File: src/inc/usp_defs.vh
`ifndef USP_DEFS_VH
`define USP_DEFS_VH
`define USP_ADDR_STB     4'h0
`define USP_ADDR_TRP     4'h4
`define USP_ADDR_MISC    4'h8
`define USP_ADDR_STAT    4'hc
`define USP_STB0_LSB     0
`define USP_STB1_LSB     8
`define USP_STB_W        4
`define USP_TRP0_LSB     0
`define USP_TRP1_LSB     8
`define USP_TRP_W        5
`define USP_OVR_BIT      0
`define USP_STAT_W       3
`define USP_RST_STB      4'h0
`define USP_RST_TRP      5'h00
`define USP_DEF_STB      4'h3
`define USP_DEF_TRP      5'h07
`endif

File: src/design/usp_timer.v
`timescale 1ns/100ps
// Down counter that stays busy for load value plus one cycles.
module usp_timer
#(
   parameter W = 5
)
(
   // Clock and reset.
   input  wire         clk_i,
   input  wire         rst_i,
   // Control.
   input  wire         start_i,
   input  wire [W-1:0] load_i,
   // Status.
   output reg          busy_o
);
   reg [W-1:0] count;

   // A start loads the count; busy ends one cycle after the count reaches zero.
   always @(posedge clk_i)
   begin
      if (rst_i)
      begin
         count  <= {W{1'b0}};
         busy_o <= 1'b0;
      end
      else if (start_i)
      begin
         count  <= load_i;
         busy_o <= 1'b1;
      end
      else if (busy_o)
      begin
         if (count == {W{1'b0}})
            busy_o <= 1'b0;
         else
            count <= count - {{(W-1){1'b0}}, 1'b1};
      end
   end
endmodule

File: src/design/usp_top.v
`timescale 1ns/100ps
`include "usp_defs.vh"
// Ultra-DMA strobe width and ready-to-pause timing with Wishbone registers.
module usp_top
(
   // Clock and reset.
   input  wire        clk_i,
   input  wire        rst_i,
   // Wishbone slave.
   input  wire        wb_cyc_i,
   input  wire        wb_stb_i,
   input  wire        wb_we_i,
   input  wire [3:0]  wb_adr_i,
   input  wire [3:0]  wb_sel_i,
   input  wire [31:0] wb_dat_i,
   output reg  [31:0] wb_dat_o,
   output reg         wb_ack_o,
   // Transfer control.
   input  wire        burst_req_i,
   input  wire        target_slave_i,
   // Drive side strobes.
   output reg         drive_ready_strobe_o,
   output reg         pause_active_o,
   output reg         host_write_ok_o
);
   reg  [`USP_STB_W-1:0] master_strobe_width;
   reg  [`USP_STB_W-1:0] slave_strobe_width;
   reg  [`USP_TRP_W-1:0] master_ready_to_pause;
   reg  [`USP_TRP_W-1:0] slave_ready_to_pause;
   reg                   timing_override_bit;
   reg  [1:0]            state;
   reg                   tgt;
   reg                   strobe_start;
   reg                   pause_start;
   wire                  strobe_busy;
   wire                  pause_busy;
   wire [`USP_STB_W-1:0] sel_stb;
   wire [`USP_TRP_W-1:0] sel_trp;
   wire                  wb_go;
   wire [`USP_TRP_W-1:0] pick_stb;

   // Burst sequencer states.
   localparam ST_IDLE  = 2'b00;
   localparam ST_STB   = 2'b01;
   localparam ST_PAUSE = 2'b10;

   // Pick the field of the target drive, or the default when not overridden.
   function [`USP_TRP_W-1:0] pick;
      input                  ovr;
      input                  slv;
      input [`USP_TRP_W-1:0] m;
      input [`USP_TRP_W-1:0] s;
      input [`USP_TRP_W-1:0] d;
      begin
         if (!ovr)
            pick = d;
         else if (slv)
            pick = s;
         else
            pick = m;
      end
   endfunction

   // Write strobe for one register offset.
   function wr_hit;
      input       go;
      input       we;
      input [3:0] adr;
      input [3:0] off;
      begin
         wr_hit = go & we & (adr == off);
      end
   endfunction

   // Selected timing for the drive latched at burst start.
   assign pick_stb = pick(timing_override_bit, tgt,
                          {1'b0, master_strobe_width},
                          {1'b0, slave_strobe_width},
                          {1'b0, `USP_DEF_STB});
   // The width field is one bit narrower than the shared picker result.
   assign sel_stb = pick_stb[`USP_STB_W-1:0];
   assign sel_trp = pick(timing_override_bit, tgt,
                         master_ready_to_pause, slave_ready_to_pause,
                         `USP_DEF_TRP);
   assign wb_go   = wb_cyc_i & wb_stb_i & ~wb_ack_o;

   // Width field plus one cycles of strobe.
   usp_timer #(.W(`USP_STB_W)) u_stb
   (
      .clk_i   (clk_i),
      .rst_i   (rst_i),
      .start_i (strobe_start),
      .load_i  (sel_stb),
      .busy_o  (strobe_busy)
   );

   // Pause field plus one cycles of ready-to-pause spacing.
   usp_timer #(.W(`USP_TRP_W)) u_trp
   (
      .clk_i   (clk_i),
      .rst_i   (rst_i),
      .start_i (pause_start),
      .load_i  (sel_trp),
      .busy_o  (pause_busy)
   );

   // Wishbone register writes and one-cycle acknowledge.
   always @(posedge clk_i)
   begin
      if (rst_i)
      begin
         wb_ack_o              <= 1'b0;
         master_strobe_width   <= `USP_RST_STB;
         slave_strobe_width    <= `USP_RST_STB;
         master_ready_to_pause <= `USP_RST_TRP;
         slave_ready_to_pause  <= `USP_RST_TRP;
         timing_override_bit   <= 1'b0;
      end
      else
      begin
         wb_ack_o <= wb_go;
         if (wr_hit(wb_go, wb_we_i, wb_adr_i, `USP_ADDR_STB))
         begin
            if (wb_sel_i[0])
               master_strobe_width <= wb_dat_i[`USP_STB0_LSB +: `USP_STB_W];
            if (wb_sel_i[1])
               slave_strobe_width <= wb_dat_i[`USP_STB1_LSB +: `USP_STB_W];
         end
         if (wr_hit(wb_go, wb_we_i, wb_adr_i, `USP_ADDR_TRP))
         begin
            if (wb_sel_i[0])
               master_ready_to_pause <= wb_dat_i[`USP_TRP0_LSB +: `USP_TRP_W];
            if (wb_sel_i[1])
               slave_ready_to_pause <= wb_dat_i[`USP_TRP1_LSB +: `USP_TRP_W];
         end
         if (wr_hit(wb_go, wb_we_i, wb_adr_i, `USP_ADDR_MISC) && wb_sel_i[0])
            timing_override_bit <= wb_dat_i[`USP_OVR_BIT];
      end
   end

   // Read data; unmapped addresses read as zero.
   always @(posedge clk_i)
   begin
      if (rst_i)
         wb_dat_o <= 32'h0;
      else
      begin
         wb_dat_o <= 32'h0;
         case (wb_adr_i)
            `USP_ADDR_STB:
            begin
               wb_dat_o[`USP_STB0_LSB +: `USP_STB_W] <= master_strobe_width;
               wb_dat_o[`USP_STB1_LSB +: `USP_STB_W] <= slave_strobe_width;
            end
            `USP_ADDR_TRP:
            begin
               wb_dat_o[`USP_TRP0_LSB +: `USP_TRP_W] <= master_ready_to_pause;
               wb_dat_o[`USP_TRP1_LSB +: `USP_TRP_W] <= slave_ready_to_pause;
            end
            `USP_ADDR_MISC:
               wb_dat_o[`USP_OVR_BIT] <= timing_override_bit;
            `USP_ADDR_STAT:
               wb_dat_o[`USP_STAT_W-1:0] <= {tgt, state};
            default:
               wb_dat_o <= 32'h0;
         endcase
      end
   end

   // Strobe then pause sequence per burst request.
   always @(posedge clk_i)
   begin
      if (rst_i)
      begin
         state        <= ST_IDLE;
         tgt          <= 1'b0;
         strobe_start <= 1'b0;
         pause_start  <= 1'b0;
      end
      else
      begin
         strobe_start <= 1'b0;
         pause_start  <= 1'b0;
         case (state)
            ST_IDLE:
               if (burst_req_i && !strobe_start)
               begin
                  tgt          <= target_slave_i;
                  strobe_start <= 1'b1;
                  state        <= ST_STB;
               end
            ST_STB:
               if (!strobe_start && !strobe_busy)
               begin
                  pause_start <= 1'b1;
                  state       <= ST_PAUSE;
               end
            ST_PAUSE:
               if (!pause_start && !pause_busy)
                  state <= ST_IDLE;
            default:
               state <= ST_IDLE;
         endcase
      end
   end

   // Registered pin outputs; strobe high for field plus one cycles.
   always @(posedge clk_i)
   begin
      if (rst_i)
      begin
         drive_ready_strobe_o <= 1'b0;
         pause_active_o       <= 1'b0;
         host_write_ok_o      <= 1'b1;
      end
      else
      begin
         drive_ready_strobe_o <= strobe_busy;
         pause_active_o       <= pause_busy;
         // Held low from burst start to pause end, gap cycles included.
         host_write_ok_o      <= (state == ST_IDLE) & ~pause_busy
                                 & ~strobe_busy;
      end
   end
endmodule

File: config.mk
export PLATFORM = sky130hd
export DESIGN_NAME = usp_top
export DESIGN_NICKNAME = d
export VERILOG_FILES = /design/src/design/usp_timer.v /design/src/design/usp_top.v
export VERILOG_INCLUDE_DIRS = /design/src /design/src/inc
export SDC_FILE = /design/constraint.sdc
export NUM_CORES = 1
export LEC_CHECK = 0
export BUFFER_PORTS_ARGS = -buffer_cell sky130_fd_sc_hd__buf_2
export CAP_MARGIN = 20
export CORE_ASPECT_RATIO = 0.7
export CORE_MARGIN = 4
export CORE_UTILIZATION = 36
export CTS_BUF_LIST = sky130_fd_sc_hd__clkbuf_4
export CTS_CLUSTER_DIAMETER = 120
export DETAILED_ROUTE_END_ITERATION = 8
export PLACE_DENSITY = 0.71
export SYNTH_ARGS = -nofsm -noshare
export SYNTH_HDL_FRONTEND = slang
export SYNTH_HIERARCHICAL = 1
export SYNTH_SLANG_ARGS = --single-unit
File: constraint.sdc
create_clock -name clk_i -period 1.81 [get_ports clk_i]
set_input_delay 0.362 -clock clk_i [delete_from_list [all_inputs] [get_ports clk_i]]
set_output_delay 0.362 -clock clk_i [all_outputs]
set_load 0.1 [all_outputs]
Yosys cells after proc, flatten, opt, wreduce, memory -nomap -nowiden

Cells that the tools add are included.

Input port bits: 47
Register bits: 71
Output and inout port bits: 36
Logic and storage cells: 97

Bitwise gates (word level): 14
Reductions and logical operators: 25
Add/sub/neg operators: 2
Eq/ne operators: 10
Muxes and demuxes: 26

Operators by type and width:

| kind                  | number |
|---|---|
| $mux W5               | 5 |
| $mux W4               | 5 |
| $reduce_and A2 Y1     | 7 |
| $pmux W2 S3           | 2 |
| $ne A2 B2 Y1 const B  | 5 |
| $and A1 B1 Y1         | 8 |
| $eq A4 B4 Y1 const B  | 2 |
| $logic_not A4 Y1      | 2 |
| $mux W1               | 8 |
| $pmux W4 S2           | 1 |
| $mux W2               | 3 |
| $not A1 Y1            | 6 |
| $reduce_or A2 Y1      | 3 |
| $logic_not A5 Y1      | 1 |
| $sub A5 B1 Y5 const B | 1 |
| $eq A4 B3 Y1 const B  | 1 |
| $logic_and A1 B1 Y1   | 4 |
| $logic_not A1 Y1      | 4 |
| $pmux W1 S4           | 1 |
| $reduce_bool A2 Y1    | 2 |
| $sub A4 B1 Y4 const B | 1 |
| $reduce_and A3 Y1     | 1 |
| $eq A2 B1 Y1 const B  | 1 |
| $eq A2 B2 Y1 const B  | 1 |
| other kinds (2)       | 2 |

Depth between registers and ports, before layout

Depth after elaboration: 5
Depth in mapped cells: 6
Depth with buffers taken out: 5

By module

Netlist, hierarchy kept.

Modules (own cells, without submodules):

| module            | cells an instance | instances | area an instance (sq um) | sequential area each (sq um) |
|---|---|---|---|---|
| usp_top           | 199               | 1         | 1,871.8                  | 760.7 |
| usp_timer (u_trp) | 39                | 1         | 355.3                    | 120.1 |
| usp_timer (u_stb) | 31                | 1         | 289.0                    | 100.1 |

Worst setup path before layout

Ideal clock, no wire load.

Path kind: flip-flop to flip-flop
Start: register wb_ack_o
End: register master_ready_to_pause[4]
Buffers on the path: 1
Data required time: 1.694 ns
Data arrival time: 1.784 ns
Setup time: 0.116 ns
Setup slack: -0.090 ns
Period minus slack after synthesis: 1.900 ns
Cell stages (with the launch flop): 5
Cell sequence: dfxtp_1 -> and4b_1 -> clkbuf_2 -> and3_1 -> a31o_2

Longest elaborated chain between the ends: 5

Ends and longest elaborated chain:

| element                            | RTL line      | RTL |
|---|---|---|
| start, declared                    | usp_top.v:17  | `output reg wb_ack_o,` |
| start signal, assigned             | usp_top.v:121 | `wb_ack_o <= wb_go;` |
| $not A1 Y1                         | usp_top.v:85  | `assign wb_go = wb_cyc_i & wb_stb_i & ~wb_ack_o;` |
| $and A1 B1 Y1                      | usp_top.v:85  |  |
| $and A1 B1 Y1 (2 in a row)         | usp_top.v:71  | `wr_hit = go & we & (adr == off);` |
| $reduce_and A2 Y1 (no source line) | -             |  |
| end signal, assigned               | usp_top.v:115 | `` master_ready_to_pause <= `USP_RST_TRP; `` |
| end signal, assigned               | usp_top.v:132 | `` master_ready_to_pause <= wb_dat_i[`USP_TRP0_LSB +: `USP_TRP_W]; `` |
| end, declared                      | usp_top.v:28  | `` reg [`USP_TRP_W-1:0] master_ready_to_pause; `` |

Every way passes these cells.
A chain may end at the register's enable or synchronous reset.

Final worst setup path

Start: register u_trp.count[0]
End: register u_trp.count[3]

Longest elaborated chain between the ends: 4
Elaborated cells between the ends (all ways): 7
Classes of those cells: add/sub (1); eq/ne (1); mux (3); reduce/logical (2)

Ends and longest elaborated chain:

| element                | RTL line       | RTL |
|---|---|---|
| start, declared        | usp_timer.v:17 | `reg [W-1:0] count;` |
| start signal, assigned | usp_timer.v:24 | `count <= {W{1'b0}};` |
| start signal, assigned | usp_timer.v:29 | `count <= load_i;` |
| start signal, assigned | usp_timer.v:37 | `count <= count - {{(W-1){1'b0}}, 1'b1};` |
| $sub A5 B1 Y5          | usp_timer.v:37 |  |
| $mux W5                | usp_timer.v:34 | `if (count == {W{1'b0}})` |
| $mux W5                | usp_timer.v:32 | `else if (busy_o)` |
| $mux W5                | usp_timer.v:27 | `else if (start_i)` |

Several ways; a longest one is shown, not always the timed one. The select of a mux whose other input is x is not followed.

==> flow_summary.yaml <==
final_layout:
  finalInstanceArea_um2: 2770
  syn_to_final_growth_pct: 9.95
  fin_util: 0.409
  fin_nets: 353
  fin_cells: 399
  layout-drive-gt1-share: 0.226
  seq_area_um2: 982
  antenna_cells: 0
  multiInputGateArea_um2: 1290
  fillers: 686
grt:
  grt_pass1_vias: 1760
  grt_start_max_net_pins: 29
  antenna_found_initial: 0
  grt_util_all_layers: 0.126
  grt_pass1_wl_um: 8540
  overflow: 0
worst_setup_path:
  critPathKind: "flop to flop"
  r2r_start: "u_trp/count[0]$_SDFFE_PP0P_"
  critPathLaunchType: "flop"
  arrival_ps: 1970
  critPathCaptureType: "flop"
  crit_end: "u_trp/count[3]$_SDFFE_PP0P_"
  crit_path_start: "u_trp/count[0]$_SDFFE_PP0P_"
  crit_chain: "inv_1 > ha_2 > or4b_4 > and3_4 > a2111oi_2"
  critical_path.max_stage_delay_ps: 520
  slowest_stage: "or4b_4"
  crit_fanout: 6
  ff2ff_setup_slack_ps: 110
  crit_required_ps: 2080
  r2r_cells: 5
  timing.rr.end: "u_trp/count[3]$_SDFFE_PP0P_"
yosys:
  synth-main-ff-cell: "dfxtp_1"
  synthesis.area_um2: 2520
  synth-xor-area-share: 0
  synth_area_per_cell_um2: 9.35
  syn_inst: 269
  synth.area.mux_share: 0.124
  ys_ff_latch: 49
  ys_types: 50
  synth_top_family_by_area: "simple AND/OR/NAND/NOR gates"
  synth_fa_ha_area_frac: 0.00995
  synth_top_area_cell: "dfxtp_1"
  ys_top_cells_by_count: "dfxtp_1 (49), nand2_1 (39), mux2i_1 (30), buf_4 (23), nor2_1 (21)"
  synth_warnings: 6
  netlist_top_cells_area: "dfxtp_1 (39%), mux2i_1 (12%), buf_4 (6.9%), nand2_1 (5.8%), buf_6 (3.1%)"
  netlist.area_leader.share: 0.390
  synth_edf_count: 0
  synth_compound_area_frac: 0.125
  asyncSetResetFlopFracSynth: 0
  synth-simple-area-share: 0.219
  synth.most_common_cell: "dfxtp_1"
  ys_seq_area_frac: 0.390
job:
  maxCapViolations: 0
route:
  drc_errors: 0
  post_drt_wl_per_cell_um: 13.4
  postRouteAntennaNets: 0
  routed_wl_um: 5360
  via_per_inst: 4.80
  drt-initial-drc-count: 130
  first_pass_iters: 4
  route.vias.total: 1915
die:
  die_h_um: 77.9
  die-area_um2: 8410
  rows: 25
  core_um2: 6760
  start_util: 0.372
  chipWidth_um: 108
  ios: 83
placed_design:
  dp_cells: 390
  dpl_cell_area_um2: 2670
  io_buffers: 36
  dp_hpwl_um: 4100
  gp_congestion: 0.802
  preCtsSetupSlack_ps: 73.0
clock_network:
  cts_tree: "done"
  clk_pin_slew_worst_paths_ps: 150
  cts_root_buf: "clkbuf_4"
  insertion_delay_ps: 360
  cts_max_level: 2
  cts_hold_buf: 0
  clock-sinks: 49
  cts_max_path_buffers: 2
  cts_inserted_buffers: 5
power_and_ir_drop:
  p_leak_nw: 1.11
  total_power_mw: 2.31
  vdd_drop_max_v: 0.000247
  power.density_nw_per_um2: 834
sta:
  fin_crit_ps: 1700
  max_freq_mhz: 589
  finalCritPeriodShare: 0.938
  layout_setup_ws_ps: 113
  rsz0062_at_grt: "no"
  slew_violations: 0
  setup_viol: 0
  skew_ps: 19.1
  hold_viol_final: 0
  timing.hold.ws_ps: 229
  tns_ps: 0
min_path:
  min_path_cells: 3
  min_path_type: "input port to flop"
status:
  status: "finished clean"
-- cell families (layout without fill, tap and decap cells) --
logic type      Yosys count  after routing
compound gates           35             35
fa+ha+maj                 2              2
other cells               1             22
flops                    49             49
mux                      31             31
simple gates            103            103
buf+inv                  48             63
-- final cells by class --
class,count,area share
clock buffer,6,0.0163
clock inverter,2,0.0140
inverter,12,0.0163
multi-input combinational,193,0.467
sequential,49,0.355
tap,94,0.0425
timing repair buffer,43,0.0886
-- flip-flops by register name (all words and copies together) (netlist names), 2 cells and up --
register,count
u_stb/count,4
master_strobe_width,4
master_ready_to_pause,5
state,2
u_trp/count,5
slave_ready_to_pause,5
wb_dat_o,10
slave_strobe_width,4
-- placed cells by master (no fill, tap or decap), types with 3 or more instances in the layout --
cell	synthesis	layout
mux2i_1	30	30
inv_1	12	11
and3_1	4	4
buf_2	1	36
a22oi_1	5	5
clkbuf_4	0	6
dfxtp_1	49	48
nand3_1	8	8
a311oi_1	6	5
nand2_1	39	39
nor3_1	6	6
nor2b_1	7	7
nor2_1	21	21
a21oi_1	5	5
conb_1	1	22
buf_4	23	6
and2_1	3	3
-- worst min-delay path by stage --
| stage | startpoint | slack [ps] | endpoint |
|---|---|---|---|
| global placement | wb_ack_o$_SDFF_PP0_ | 390 | wb_ack_o$_SDFF_PP0_ |
| floorplan | rst_i | 430 | u_trp/count[3]$_SDFFE_PP0P_ |
| detailed placement | wb_ack_o$_SDFF_PP0_ | 410 | wb_ack_o$_SDFF_PP0_ |
| CTS | wb_stb_i | 220 | wb_ack_o$_SDFF_PP0_ |
| global route | rst_i | 210 | tgt$_SDFFE_PP0P_ |
| finish | wb_stb_i | 230 | wb_ack_o$_SDFF_PP0_ |
-- power by group --
group	leakage, nW	total, mW	internal (mW)	switching [mW]
sequential	0.397	1.15	1.11	0.0405
clock	0.0459	0.658	0.310	0.348
combinational	0.664	0.500	0.121	0.379
total	1.11	2.31	1.54	0.767
-- worst max-delay path: cells and delay by family, from the launching register on --
kind	cells	cell delay (ps)
AO/OA/AOI/OAI	1	290
adder cells (fa/ha/maj)	1	170
buffers and inverters	1	90
flip-flops	1	340
AND/OR/NAND/NOR	2	720
-- per-layer routing --
layer	part of all wire	GRT usage	up-vias
met5	0	0	-
met4	0.0075	0.0290	0
met3	0.051	0.0291	4
met2	0.44	0.195	47
met1	0.50	0.178	898
li1	-	-	966
-- what timing repair did --
action | 4_1_cts | 5_1_grt
gates resized for setup | 0 | 3
endpoints found under the setup margin | 0 | 2
setup buffers | 0 | 1
hold endpoints to repair | 0 | 0
Power figures use the tool's default switching activity.
